File: config.mk
export PLATFORM = sky130hd
export DESIGN_NAME = core_timer
export DESIGN_NICKNAME = d
export VERILOG_FILES = /design/src/rtl/core_timer_pkg.sv /design/src/rtl/core_timer.sv /design/src/rtl/core_timer_sync2.sv /design/src/rtl/core_timer_chain.sv
export SDC_FILE = /design/constraint.sdc
export NUM_CORES = 1
export LEC_CHECK = 0
export BUFFER_PORTS_ARGS = -buffer_cell sky130_fd_sc_hd__clkbuf_2
export CORE_ASPECT_RATIO = 0.6
export CORE_MARGIN = 4
export CORE_UTILIZATION = 52
export CTS_CLUSTER_DIAMETER = 80
export DETAILED_ROUTE_END_ITERATION = 7
export HOLD_SLACK_MARGIN = 0.06
export PLACE_DENSITY_LB_ADDON = 0.12
export SYNTH_ARGS = -nofsm -noshare
export SYNTH_HDL_FRONTEND = slang
export SYNTH_SLANG_ARGS = --single-unit
File: constraint.sdc
create_clock -name clock -period 2.5 [get_ports clock]
set_input_delay 0.375 -clock clock [delete_from_list [all_inputs] [get_ports clock]]
set_output_delay 0.375 -clock clock [all_outputs]
set_load 0.03 [all_outputs]
File: src/rtl/core_timer_pkg.sv
// Package: register map, field layout and chain constants of the core timer
`default_nettype none

package core_timer_pkg;

	// ==========================================================
	// Register addresses on the internal bus
	// ==========================================================
	localparam logic [13:0] ADDR_CSR  = 14'h0008;
	localparam logic [13:0] ADDR_CNT  = 14'h0009;
	localparam logic [13:0] ADDR_WDOG = 14'h3ff0;

	// ==========================================================
	// Control/status field positions and reset values
	// ==========================================================
	localparam int CSR_OVF_FLAG   = 7;
	localparam int CSR_PER_FLAG   = 6;
	localparam int CSR_OVF_IRQ_EN = 5;
	localparam int CSR_PER_IRQ_EN = 4;
	localparam int CSR_OVF_CLEAR  = 3;
	localparam int CSR_PER_CLEAR  = 2;
	localparam int CSR_RATE_HI    = 1;
	localparam int CSR_RATE_LO    = 0;
	localparam logic [1:0] RATE_RESET = 2'h3;
	localparam int WDOG_SERVICE_BIT = 0;

	// ==========================================================
	// Counter chain layout
	// ==========================================================
	localparam int CHAIN_W   = 15;
	localparam int CNT_LSB   = 2;
	localparam int CNT_MSB   = 9;
	localparam int RATE_BASE = 11;
	localparam int RATE_TAPS = 4;
	localparam int WDOG_W    = 3;
	localparam logic [2:0] WDOG_LAST = 3'h7;

	// ==========================================================
	// Power-on delay: 4064 cycles, counted 0 .. 4063
	// ==========================================================
	localparam int POR_W = 12;
	localparam logic [11:0] POR_CYCLES = 12'hfe0;
	localparam logic [11:0] POR_LAST   = 12'hfdf;

	// ==========================================================
	// Power-on sequence states
	// ==========================================================
	typedef enum logic [2:0] {
		POR_COUNT = 3'h1,
		POR_FLUSH = 3'h2,
		POR_RUN   = 3'h4
	} por_state_t;

	// Address match, shared by read and write decoding
	function automatic logic addr_is(input logic [13:0] addr, input logic [13:0] target);
		return addr == target;
	endfunction

endpackage

`default_nettype wire

File: src/rtl/core_timer.sv
// Module: core timer with overflow flag, periodic flag, watchdog and power-on delay
//
// Function
// - E divided by four clocks readable 8-bit counter
// - Counter register read-only, writes ignored
// - Overflow flag set on counter wrap
// - Overflow flag cleared only by clear bit or a reset
// - Overflow clear bit acts on one, reads zero
// - Overflow enable requests interrupt, reset clears
// - Two more stages give E/4096
// - Periodic flag set by selected divider stage
// - Periodic flag cleared only by clear bit or a reset
// - Periodic clear bit acts on one, reads zero
// - Periodic enable requests interrupt, reset clears
// - Rate field picks 2^12 to 2^15 period
// - Reset selects slowest periodic rate
// - Periodic output divided by eight feeds watchdog
// - Power-on clears chain, again after 4064
// - External reset clears whole chain
// - Watchdog service clears only final stage
// - Watchdog timeout raises internal reset
// - Stop entry drops requests, clears prescaler
// - Timer runs in wait, interrupt wakes
`default_nettype none

module core_timer #(
	parameter bit WATCHDOG_EN = 1'b1
) (
	// Clock and power-on reset
	input  wire logic        clock,
	input  wire logic        reset,
	// External reset pin, active low, asynchronous
	input  wire logic        ext_reset_n,
	// Internal CPU bus
	input  wire logic [13:0] bus_addr,
	input  wire logic        bus_write,
	input  wire logic        bus_read,
	input  wire logic [7:0]  bus_wdata,
	output logic      [7:0]  bus_rdata_q,
	// Low-power mode controls from the CPU
	input  wire logic        stop_entry,
	input  wire logic        wait_mode,
	// Status to the core
	output logic             timer_irq_q,
	output logic             wake_request_q,
	output logic             watchdog_reset_q,
	output logic             por_hold_q
);

	// ==========================================================
	// Declarations
	// ==========================================================
	logic                                 ext_reset_n_sync;
	logic                                 ext_reset_active;
	logic                                 soft_clear;
	logic                                 chain_clear;
	logic [core_timer_pkg::CHAIN_W-1:0]   chain_q;
	logic                                 ovf_event;
	logic [core_timer_pkg::RATE_TAPS-1:0] tap_event;
	logic                                 rti_event;
	logic                                 wr_csr;
	logic                                 wr_wdog;
	logic                                 rd_csr;
	logic                                 rd_cnt;

	logic overflow_flag_q, overflow_flag_d;
	logic periodic_flag_q, periodic_flag_d;
	logic overflow_irq_enable_q, overflow_irq_enable_d;
	logic periodic_irq_enable_q, periodic_irq_enable_d;
	logic [1:0] rate_select_q, rate_select_d;
	logic [7:0] rdata_d;
	logic timer_irq_d;
	logic wake_request_d;

	logic [core_timer_pkg::WDOG_W-1:0] wdog_q, wdog_d;
	logic watchdog_fire;

	core_timer_pkg::por_state_t       por_state_q, por_state_d;
	logic [core_timer_pkg::POR_W-1:0] por_cnt_q, por_cnt_d;
	logic                             por_hold_d;

	// ==========================================================
	// External reset pin crossing
	// ==========================================================
	core_timer_sync2 #(
		.RESET_VAL (1'b1)
	) u_ext_reset_sync (
		.clock (clock),
		.reset (reset),
		.d     (ext_reset_n),
		.q     (ext_reset_n_sync)
	);

	// Internal reset from the pin or from a watchdog timeout
	assign ext_reset_active = ~ext_reset_n_sync;
	assign soft_clear       = ext_reset_active | watchdog_reset_q;
	assign chain_clear      = soft_clear | (por_state_q == core_timer_pkg::POR_FLUSH);

	// ==========================================================
	// Counter chain
	// ==========================================================
	core_timer_chain u_chain (
		.clock           (clock),
		.reset           (reset),
		.clear           (chain_clear),
		.clear_prescaler (stop_entry),
		.chain_q         (chain_q),
		.ovf_event       (ovf_event),
		.tap_event       (tap_event)
	);

	// Rate code indexes the tap; a change near a wrap may drop or add one event
	assign rti_event = tap_event[rate_select_q];

	// ==========================================================
	// Bus decode
	// ==========================================================
	assign wr_csr  = bus_write & core_timer_pkg::addr_is(bus_addr, core_timer_pkg::ADDR_CSR); // no cnt write
	assign wr_wdog = bus_write & core_timer_pkg::addr_is(bus_addr, core_timer_pkg::ADDR_WDOG);
	assign rd_csr  = bus_read & core_timer_pkg::addr_is(bus_addr, core_timer_pkg::ADDR_CSR);
	assign rd_cnt  = bus_read & core_timer_pkg::addr_is(bus_addr, core_timer_pkg::ADDR_CNT);

	// ==========================================================
	// Control/status next values
	// ==========================================================
	always_comb begin
		overflow_flag_d       = overflow_flag_q;
		periodic_flag_d       = periodic_flag_q;
		overflow_irq_enable_d = overflow_irq_enable_q;
		periodic_irq_enable_d = periodic_irq_enable_q;
		rate_select_d         = rate_select_q;
		if (wr_csr) begin
			// Flags ignore direct writes; clear bits act only on one
			if (bus_wdata[core_timer_pkg::CSR_OVF_CLEAR]) begin
				overflow_flag_d = 1'b0;
			end
			if (bus_wdata[core_timer_pkg::CSR_PER_CLEAR]) begin
				periodic_flag_d = 1'b0;
			end
			overflow_irq_enable_d = bus_wdata[core_timer_pkg::CSR_OVF_IRQ_EN];
			periodic_irq_enable_d = bus_wdata[core_timer_pkg::CSR_PER_IRQ_EN];
			rate_select_d = {bus_wdata[core_timer_pkg::CSR_RATE_HI], bus_wdata[core_timer_pkg::CSR_RATE_LO]};
		end
		// Setting after clearing so a coincident event survives
		if (ovf_event) begin
			overflow_flag_d = 1'b1;
		end
		if (rti_event) begin
			periodic_flag_d = 1'b1;
		end
		// Stop entry kills pending requests by dropping both enables
		if (stop_entry) begin
			overflow_irq_enable_d = 1'b0;
			periodic_irq_enable_d = 1'b0;
		end
		if (soft_clear) begin
			overflow_flag_d       = 1'b0;
			periodic_flag_d       = 1'b0;
			overflow_irq_enable_d = 1'b0;
			periodic_irq_enable_d = 1'b0;
			rate_select_d         = core_timer_pkg::RATE_RESET;
		end
	end

	// Interrupt request and wait wake-up follow the next flag state
	always_comb begin
		timer_irq_d = (overflow_flag_d & overflow_irq_enable_d) | (periodic_flag_d & periodic_irq_enable_d);
		wake_request_d = wait_mode & timer_irq_d;
	end

	always_ff @(posedge clock or posedge reset) begin
		if (reset) begin
			overflow_flag_q       <= 1'b0;
			periodic_flag_q       <= 1'b0;
			overflow_irq_enable_q <= 1'b0;
			periodic_irq_enable_q <= 1'b0;
			rate_select_q         <= core_timer_pkg::RATE_RESET;
			timer_irq_q           <= 1'b0;
			wake_request_q        <= 1'b0;
		end else begin
			overflow_flag_q       <= overflow_flag_d;
			periodic_flag_q       <= periodic_flag_d;
			overflow_irq_enable_q <= overflow_irq_enable_d;
			periodic_irq_enable_q <= periodic_irq_enable_d;
			rate_select_q         <= rate_select_d;
			timer_irq_q           <= timer_irq_d;
			wake_request_q        <= wake_request_d;
		end
	end

	// ==========================================================
	// Read data, one cycle after the read strobe
	// ==========================================================
	always_comb begin
		rdata_d = 8'h00;
		if (rd_csr) begin
			rdata_d[core_timer_pkg::CSR_OVF_FLAG]   = overflow_flag_q;
			rdata_d[core_timer_pkg::CSR_PER_FLAG]   = periodic_flag_q;
			rdata_d[core_timer_pkg::CSR_OVF_IRQ_EN] = overflow_irq_enable_q;
			rdata_d[core_timer_pkg::CSR_PER_IRQ_EN] = periodic_irq_enable_q;
			rdata_d[core_timer_pkg::CSR_RATE_HI]    = rate_select_q[1];
			rdata_d[core_timer_pkg::CSR_RATE_LO]    = rate_select_q[0]; // clear bits stay zero
		end else if (rd_cnt) begin
			rdata_d = chain_q[core_timer_pkg::CNT_MSB:core_timer_pkg::CNT_LSB];
		end
	end

	always_ff @(posedge clock or posedge reset) begin
		if (reset) begin
			bus_rdata_q <= 8'h00;
		end else begin
			bus_rdata_q <= rdata_d;
		end
	end

	// ==========================================================
	// Watchdog: divide-by-eight of periodic events
	// ==========================================================
	always_comb begin
		watchdog_fire = WATCHDOG_EN & rti_event & (wdog_q == core_timer_pkg::WDOG_LAST);
		wdog_d = wdog_q;
		if (rti_event) begin
			wdog_d = wdog_q + 3'h1;
		end
		// Service write restarts only this stage; it beats a coincident tick
		if (wr_wdog && !bus_wdata[core_timer_pkg::WDOG_SERVICE_BIT]) begin
			wdog_d        = '0;
			watchdog_fire = 1'b0;
		end
		if (soft_clear || !WATCHDOG_EN) begin
			wdog_d = '0;
		end
	end

	always_ff @(posedge clock or posedge reset) begin
		if (reset) begin
			wdog_q           <= '0;
			watchdog_reset_q <= 1'b0;
		end else begin
			wdog_q           <= wdog_d;
			watchdog_reset_q <= watchdog_fire;
		end
	end

	// ==========================================================
	// Power-on delay: chain runs, then is flushed once before release
	// ==========================================================
	always_comb begin
		por_state_d = por_state_q;
		por_cnt_d   = por_cnt_q;
		unique case (por_state_q)
			core_timer_pkg::POR_COUNT: begin
				por_cnt_d = por_cnt_q + 12'h001;
				if (por_cnt_q == core_timer_pkg::POR_LAST) begin
					por_state_d = core_timer_pkg::POR_FLUSH;
				end
			end
			core_timer_pkg::POR_FLUSH: begin
				// An external reset still active keeps the device held
				if (!ext_reset_active) begin
					por_state_d = core_timer_pkg::POR_RUN;
				end
			end
			core_timer_pkg::POR_RUN: begin
				por_state_d = core_timer_pkg::POR_RUN;
			end
		endcase
		por_hold_d = (por_state_d != core_timer_pkg::POR_RUN);
	end

	always_ff @(posedge clock or posedge reset) begin
		if (reset) begin
			por_state_q <= core_timer_pkg::POR_COUNT;
			por_cnt_q   <= '0;
			por_hold_q  <= 1'b1;
		end else begin
			por_state_q <= por_state_d;
			por_cnt_q   <= por_cnt_d;
			por_hold_q  <= por_hold_d;
		end
	end

	// ==========================================================
	// Checks
	// ==========================================================
	chk_counter_read: assert property (@(posedge clock) disable iff (reset)
		rd_cnt |=> bus_rdata_q == $past(chain_q[9:2]))
		else $error("counter read does not return chain bits");

	chk_counter_readonly: assert property (@(posedge clock) disable iff (reset)
		(bus_write && bus_addr == core_timer_pkg::ADDR_CNT && !chain_clear && !stop_entry)
		|=> chain_q == 15'($past(chain_q) + 15'h0001))
		else $error("write to counter disturbed the chain");

	chk_overflow_set: assert property (@(posedge clock) disable iff (reset)
		(chain_q[9:0] == 10'h3ff && !chain_clear && !stop_entry) |=> overflow_flag_q)
		else $error("overflow flag missed a counter wrap");

	chk_overflow_hold: assert property (@(posedge clock) disable iff (reset)
		(overflow_flag_q && !soft_clear && !(wr_csr && bus_wdata[core_timer_pkg::CSR_OVF_CLEAR]))
		|=> overflow_flag_q)
		else $error("overflow flag cleared without a clear write");

	chk_clear_reads_zero: assert property (@(posedge clock) disable iff (reset)
		rd_csr |=> (bus_rdata_q[3:2] == 2'h0))
		else $error("flag clear bits read back nonzero");

	chk_irq_request: assert property (@(posedge clock) disable iff (reset)
		timer_irq_q == ((overflow_flag_q && overflow_irq_enable_q) || (periodic_flag_q && periodic_irq_enable_q)))
		else $error("interrupt request disagrees with flags and enables");

	chk_rate_tap: assert property (@(posedge clock) disable iff (reset)
		rti_event |-> (chain_q[11:0] == 12'hfff) && (rate_select_q != 2'h3 || chain_q[14:12] == 3'h7))
		else $error("periodic event off the selected tap");

	chk_rate_reset: assert property (@(posedge clock) disable iff (reset)
		soft_clear |=> rate_select_q == 2'h3 && !overflow_irq_enable_q && !periodic_irq_enable_q)
		else $error("internal reset left rate or enables wrong");

	chk_watchdog_timeout: assert property (@(posedge clock) disable iff (reset)
		watchdog_reset_q |-> $past(wdog_q) == 3'h7 && $past(rti_event))
		else $error("watchdog reset without eighth periodic event");

	chk_watchdog_service: assert property (@(posedge clock) disable iff (reset)
		(wr_wdog && !bus_wdata[0]) |=> wdog_q == 3'h0 && !watchdog_reset_q)
		else $error("watchdog service did not restart the stage");

	chk_por_release: assert property (@(posedge clock) disable iff (reset)
		(por_state_q == core_timer_pkg::POR_FLUSH) |-> por_cnt_q == core_timer_pkg::POR_CYCLES ##1 chain_q == 15'h0000)
		else $error("power-on flush at wrong count or chain not cleared");

	chk_ext_reset_clears: assert property (@(posedge clock) disable iff (reset)
		ext_reset_active |=> chain_q == 15'h0000 && !overflow_flag_q && !periodic_flag_q)
		else $error("external reset did not clear chain");

	chk_stop_entry: assert property (@(posedge clock) disable iff (reset)
		stop_entry |=> !overflow_irq_enable_q && !periodic_irq_enable_q && chain_q[1:0] == 2'h0 && !timer_irq_q)
		else $error("stop entry left timer interrupts armed");

	chk_wait_wake: assert property (@(posedge clock) disable iff (reset)
		wake_request_q |-> timer_irq_q && $past(wait_mode))
		else $error("wake request without wait and interrupt");

	chk_set_wins: assert property (@(posedge clock) disable iff (reset)
		(rti_event && wr_csr && bus_wdata[core_timer_pkg::CSR_PER_CLEAR]) |=> periodic_flag_q)
		else $error("periodic event lost to a coincident clear");

endmodule

`default_nettype wire

File: src/rtl/core_timer_sync2.sv
// Module: two-flop synchroniser for one asynchronous level
`default_nettype none

module core_timer_sync2 #(
	parameter bit RESET_VAL = 1'b0
) (
	// Clock and reset
	input  wire logic clock,
	input  wire logic reset,
	// Level in and out
	input  wire logic d,
	output logic      q
);

	logic meta_q;

	// ==========================================================
	// Two stages; the first is read only by the second
	// ==========================================================
	always_ff @(posedge clock or posedge reset) begin
		if (reset) begin
			meta_q <= RESET_VAL;
			q      <= RESET_VAL;
		end else begin
			meta_q <= d;
			q      <= meta_q;
		end
	end

endmodule

`default_nettype wire

File: src/rtl/core_timer_chain.sv
// Module: binary counter chain with prescaler, overflow and periodic taps
`default_nettype none

module core_timer_chain (
	// Clock and reset
	input  wire logic                                clock,
	input  wire logic                                reset,
	// Clears
	input  wire logic                                clear,
	input  wire logic                                clear_prescaler,
	// Chain state and events
	output logic [core_timer_pkg::CHAIN_W-1:0]       chain_q,
	output logic                                     ovf_event,
	output logic [core_timer_pkg::RATE_TAPS-1:0]     tap_event
);

	logic [core_timer_pkg::CHAIN_W-1:0] chain_d;
	logic                               quiet;

	// ==========================================================
	// Chain next value: +1 each E cycle, bits 1:0 form the E/4 prescaler
	// ==========================================================
	always_comb begin
		chain_d = chain_q + 15'h0001;
		if (clear) begin
			chain_d = '0;
		end else if (clear_prescaler) begin
			chain_d[1:0] = 2'h0;
		end
	end

	always_ff @(posedge clock or posedge reset) begin
		if (reset) begin
			chain_q <= '0;
		end else begin
			chain_q <= chain_d;
		end
	end

	// ==========================================================
	// Events fire on the edge that wraps the lower bits; none while cleared
	// ==========================================================
	assign quiet     = ~clear & ~clear_prescaler;
	assign ovf_event = quiet & (&chain_q[core_timer_pkg::CNT_MSB:0]);

	// Periodic taps at 2^12 .. 2^15 E cycles
	generate
		for (genvar i = 0; i < core_timer_pkg::RATE_TAPS; i++) begin : g_tap
			assign tap_event[i] = quiet & (&chain_q[core_timer_pkg::RATE_BASE + i:0]);
		end
	endgenerate

endmodule

`default_nettype wire

**Word-level counts from Yosys, hierarchy flattened**

Index checks and enable logic that the tools add are counted.

- Add/subtract/negate cells: 3
- Order comparisons: 1
- Equality and inequality tests: 9
- Muxes and demuxes: 32
- Bitwise gates (word level): 20
- Reductions and logical operators: 9

Operator list:

| cell | count |
|---|---|
| $eq A14 B4 Y1 const B | 2 |
| $mux W1 | 16 |
| $add A15 B1 Y15 const B | 1 |
| $mux W3 | 5 |
| $reduce_and A15 Y1 | 1 |
| $and A1 B1 Y1 | 14 |
| $eq A14 B14 Y1 const B | 1 |
| $reduce_and A14 Y1 | 1 |
| $mux W13 | 1 |
| $reduce_and A13 Y1 | 1 |
| $add A12 B1 Y12 const B | 1 |
| $eq A12 B12 Y1 const B | 1 |
| $mux W2 | 6 |
| $reduce_and A12 Y1 | 1 |
| $reduce_and A10 Y1 | 1 |
| $pmux W3 S3 | 1 |
| $mux W8 | 1 |
| $eq A3 B3 Y1 const B | 2 |
| $mux W4 | 1 |
| $add A3 B1 Y3 const B | 1 |
| $eq A3 B1 Y1 const B | 1 |
| $eq A3 B2 Y1 const B | 1 |
| $lt A2 B3 Y1 const B | 1 |
| $ne A3 B3 Y1 const B | 1 |
| other kinds (7) | 11 |

- Bits in registers: 53

**Longest topological paths before layout**

- Depth after elaboration: 13
- Gate-level depth with buffers: 7
- Mapped depth without buffers: 6

**Modules after synthesis**

Synthesis repeated with hierarchy kept, for this count alone.

- Cells, all modules: 241
- Area total of the unflattened synthesis: 2625.0 um^2

Modules (own cells, without submodules):

| module | instances | cells an instance | area an instance (um^2) | seq. area each (um^2) |
|---|---|---|---|---|
| core_timer | 1 | 158 | 1767.9 | 905.9 |
| core_timer_chain | 1 | 80 | 800.8 | 375.4 |
| core_timer_sync2 | 1 | 3 | 56.3 | 52.6 |

**Worst setup path before layout**

Ideal clock, no wire load.

- Kind: input to register
- Start: input port bus_addr[0]
- End: register wake_request_q
- Library setup time: 0.078 ns
- Data arrival time: 1.687 ns
- Required time: 2.422 ns
- Setup slack: 0.736 ns
- Stages: 7
- Buffers on the path: 2
- Cell sequence: buf_2 > nor4b_1 > and4_1 > buf_2 > mux2i_1 > o21ai_1 > a21boi_1

- Word-level cells in the longest chain between the ends: 8
- Elaborated cells on any way between the ends: 18
- Classes of those cells: eq/ne (1); mux (12); bitwise (5)

RTL lines:

| item | RTL line | source |
|---|---|---|
| start: declaration | core_timer.sv:35 | `input wire logic [13:0] bus_addr,` |
| $eq A14 B4 Y1 | core_timer_pkg.sv:56 | `return addr == target;` |
| $and A1 B1 Y1 | core_timer.sv:118 | `assign wr_csr = bus_write & core_timer_pkg::addr_is(bus_addr, core_timer_pkg::ADDR_CSR);` |
| $mux W1 | core_timer.sv:132 | `if (wr_csr) begin` |
| $mux W1 | core_timer.sv:152 | `if (stop_entry) begin` |
| $mux W1 | core_timer.sv:156 | `if (soft_clear) begin` |
| via overflow_irq_enable_d | core_timer.sv:68 | `logic overflow_irq_enable_q, overflow_irq_enable_d;` |
| $and A1 B1 Y1 | core_timer.sv:167 | `timer_irq_d = (overflow_flag_d & overflow_irq_enable_d) \| (periodic_flag_d & periodic_irq_enable_d);` |
| $or A1 B1 Y1 | core_timer.sv:167 |  |
| $and A1 B1 Y1 | core_timer.sv:168 | `wake_request_d = wait_mode & timer_irq_d;` |
| via wake_request_d | core_timer.sv:73 | `logic wake_request_d;` |
| end signal: assignment | core_timer.sv:187 | `wake_request_q <= wake_request_d;` |
| end: declaration | core_timer.sv:45 | `output logic wake_request_q,` |

The timed path passes the listed nets, and every way through them passes these cells.
A chain may end at the register's enable or synchronous reset.

**Worst setup path after layout**

- Start: register u_chain.chain_q[0] in the netlist's numbering
- End: register wdog_q[2] in the netlist's numbering

- Word-level cells in the longest chain between the ends: 5
- Elaborated cells on any way between the ends: 11
- Classes of those cells: mux (2); bitwise (4); reduce/logical (5)

RTL lines:

| item | RTL line | source |
|---|---|---|
| start: declaration | core_timer_chain.sv:12 | `output logic [core_timer_pkg::CHAIN_W-1:0] chain_q,` |
| start signal: assignment | core_timer_chain.sv:36 | `chain_q <= chain_d;` |
| $reduce_and A15 Y1 (tied with other cells) | core_timer_chain.sv:49 | `assign tap_event[i] = quiet & (&chain_q[core_timer_pkg::RATE_BASE + i:0]);` |
| $and A1 B1 Y1 | core_timer_chain.sv:49 |  |
| $bmux W1 S2 * | core_timer.sv:113 | `assign rti_event = tap_event[rate_select_q];` |
| $mux W1 (not written as such) * | core_timer.sv:113 |  |
| $reduce_bool A3 Y1 (no source line) * | - |  |
| end signal: assignment | core_timer.sv:240 | `wdog_q <= wdog_d;` |
| end: declaration | core_timer.sv:75 | `logic [core_timer_pkg::WDOG_W-1:0] wdog_q, wdog_d;` |

Every way passes the cells marked *; elsewhere a longest branch is shown, timed or not. The select of a mux whose other input is x is not followed.

==> impl_metrics.env <==
export IMPL_instances_no_fill=322
export IMPL_synth_yosys_seq_area_share=0.550
export IMPL_fin_nets=294
export IMPL_wl_per_cell_um=14.0
export IMPL_clockBufferDepth=2
export IMPL_cellLeakagePower_uw=0.00136
export IMPL_port_buffers=38
export IMPL_final_cell_mix="dfrtp_1, clkbuf_2, nor2_1"
export IMPL_path_max_fanout=6
export IMPL_p_sw_frac=0.215
export IMPL_yosys_register_bits=53
export IMPL_cts_setup_buffers=0
export IMPL_crit_required_ns=2.70
export IMPL_multi_input_area_um2=1050
export IMPL_drt_first_iter_violations=55
export IMPL_cts_buffers=5
export IMPL_cts_resized=0
export IMPL_clkTransAtPathRegs_ns=0.09
export IMPL_synth_net_count=252
export IMPL_cts_root_buf="clkbuf_8"
export IMPL_grt_pass1_vias=1650
export IMPL_final_max_slew_viol_count=0
export IMPL_grt_max_degree=33
export IMPL_min_period_ns=1.95
export IMPL_fin_tns_setup_ns=0
export IMPL_p_total_uw=1450
export IMPL_worst_r2r_endpoint="wdog_q[2]$_DFFE_PP0P_"
export IMPL_fin_hold_ws_ns=0.135
export IMPL_die_y_um=60.9
export IMPL_synth_area_per_cell_um2=11.1
export IMPL_rr_startpoint="u_chain.chain_q[0]$_DFF_PP0_"
export IMPL_internal_power_uw=1140
export IMPL_initial_core_util=0.564
export IMPL_synthFlopType="dfrtp_1"
export IMPL_pwr_share_clk=0.359
export IMPL_power_frac_comb=0.045
export IMPL_dieArea_um2=5860
export IMPL_antennaDiodeCount=0
export IMPL_cp_end_kind="flop"
export IMPL_placed_cells=314
export IMPL_hold_violations=0
export IMPL_ys_warn_count=0
export IMPL_path_class="reg -> reg"
export IMPL_core_area_um2=4300
export IMPL_clock_sinks=53
export IMPL_finClkSkew_ns=0.00381
export IMPL_period_share=0.781
export IMPL_power_density_nw_per_um2=521
export IMPL_synth_cell_type_count=43
export IMPL_antenna_found_initial=0
export IMPL_drc=0
export IMPL_drive_gt1_frac=0.256
export IMPL_start_kind="flop"
export IMPL_die_w_um=96.2
export IMPL_hpwl_mm=3.47
export IMPL_rr_worst_depth=6
export IMPL_synth_edf_count=0
export IMPL_holdBufCountCts=0
export IMPL_status="finished, final reports clean"
export IMPL_rsz0062_at_grt="false"
export IMPL_seqPwrFrac=0.596
export IMPL_reg2reg_slack_ns=0.55
export IMPL_drt_wl_total_mm=4.52
export IMPL_critPathArrivalTime_ns=2.16
export IMPL_grt_pass1_wl_mm=7.91
export IMPL_seq_area_um2=1330
export IMPL_antenna_left=0
export IMPL_synthArstFlopShare=1.00
export IMPL_final_common_cell="dfrtp_1"
export IMPL_syn_inst=219
export IMPL_num_vias=1669
export IMPL_htree_levels=2
export IMPL_grt_use_total=0.183
export IMPL_max_slew_margin=0.561
export IMPL_drt_first_pass_iters=4
export IMPL_area_delta_synth_final_pct=14.7
export IMPL_ir_drop_mv=0.403
export IMPL_worstMarginPinSlew_ns=0.657
export IMPL_clk_latency_ns=0.31
export IMPL_io_pins=41
export IMPL_vias_per_cell=5.18
export IMPL_power_switching_uw=311
export IMPL_fill_cells=352
export IMPL_timing_fmax_mhz=512
export IMPL_setup_viol=0
export IMPL_hold_path_class="in -> async"
export IMPL_syn_cell_area_um2=2420
export IMPL_max_cap_violations=0
export IMPL_cts_tree="done"
export IMPL_grt_overflow_total=0
export IMPL_routabilityCongestion=0.818
export IMPL_rows=18
==> cells by family (layout without fill, tap and decap cells) <==
family	Yosys count	count (layout)	synth area share
AOI/OAI and AO/OA	16	16	0.0511
DFF	53	53	0.550
and+or+nand+nor	100	100	0.222
buffers and inverters	10	53	0.0181
adders and majority gates	4	4	0.0206
muxes	13	13	0.0547
xor gates and xnor gates	23	23	0.0831
==> cell type report <==
| type | instances | area share |
|---|---|---|
| sequential | 53 | 0.480 |
| multi-input combinational | 156 | 0.377 |
| timing repair buffer | 40 | 0.0738 |
| clock buffer | 7 | 0.0346 |
| tap | 60 | 0.0270 |
| inverter | 5 | 0.00675 |
| clock inverter | 1 | 0.00180 |
==> worst max path at each step <==
stage / start / to / slack, ns / cells after the start
detailed placement: bus_addr[0] / wake_request_q$_DFF_PP0_ / 0.42 / 6
finish: u_chain.chain_q[0]$_DFF_PP0_ / wdog_q[2]$_DFFE_PP0P_ / 0.55 / 6
global route: u_ext_reset_sync.q$_DFF_PP1_ / wdog_q[2]$_DFFE_PP0P_ / 0.33 / 5
global placement: bus_addr[0] / wake_request_q$_DFF_PP0_ / 0.42 / 6
floorplan: bus_addr[0] / wake_request_q$_DFF_PP0_ / 0.74 / 7
CTS: u_ext_reset_sync.q$_DFF_PP1_ / wdog_q[2]$_DFFE_PP0P_ / 0.51 / 5
==> flip-flops by register name, indices dropped and copies added, names as in the netlist <==
| register | cells |
|---|---|
| u_chain.chain_q | 15 |
| por_cnt_q | 12 |
| bus_rdata_q | 8 |
| por_state_q | 3 |
| wdog_q | 3 |
| rate_select_q | 2 |
| overflow_flag_q | 1 |
| overflow_irq_enable_q | 1 |
| periodic_flag_q | 1 |
| periodic_irq_enable_q | 1 |
| por_hold_q | 1 |
| timer_irq_q | 1 |
| u_ext_reset_sync.meta_q | 1 |
| u_ext_reset_sync.q | 1 |
| wake_request_q | 1 |
| watchdog_reset_q | 1 |
==> power by group through the flow <==
stage / clock (µW) / sequential, µW / combinational, µW
6_report: 520 / 864 / 65.3
2_1_floorplan: 0 / 880 / 33.5
4_1_cts: 539 / 864 / 67.3
5_1_grt: 569 / 865 / 75.2
3_3_place_gp: 0 / 880 / 66.3
3_5_place_dp: 0 / 881 / 67.2
==> critical path, stage by stage, from the launching register on <==
cell,delay (ns)
dfrtp_1,0.41
ha_1,0.22
nand3_2,0.14
or2_4,0.28
a2111oi_4,0.49
mux2i_1,0.25
nor2_1,0.05
==> synth_stat cells, drive strengths merged (2+ instances only) <==
cell type / n / area share
dfrtp: 47 / 0.49
nor2: 28 / 0.043
nand2: 23 / 0.036
xor2: 13 / 0.047
mux2i: 11 / 0.045
nand3: 11 / 0.025
xnor2: 10 / 0.036
and3: 6 / 0.016
dfstp: 6 / 0.065
o21ai: 6 / 0.015
and4: 5 / 0.019
inv: 5 / 0.0077
nand4: 5 / 0.015
nor2b: 5 / 0.013
a21oi: 4 / 0.0083
ha: 4 / 0.021
buf: 3 / 0.0072
nor3b: 3 / 0.013
a21boi: 2 / 0.0062
clkbuf: 2 / 0.0031
mux2: 2 / 0.0093
nand4b: 2 / 0.0072
nor4: 2 / 0.0052
nor4b: 2 / 0.0072
or2: 2 / 0.0062
or3: 2 / 0.0052
==> through the flow <==
stage | area [µm²] | worst slack [ns] | util
floorplan | 2420 | 0.736 | -
global placement | 2680 | 0.420 | 0.623
detailed placement | 2680 | 0.423 | 0.623
CTS | 2780 | 0.513 | 0.647
global route | 2780 | 0.335 | 0.647
finish | 2780 | 0.548 | 0.647
==> per-layer routing <==
layer  up-vias  wire length [µm]  share of wire  track usage
met4         0                68          0.015       0.0668
met2        22              1870           0.41        0.265
met1       801              2400           0.53        0.269
li1        838                 -              -            -
met3         8               182          0.040       0.0434
met5         -                 0              0            0
Note: power is estimated with default switching activity, not from simulation.
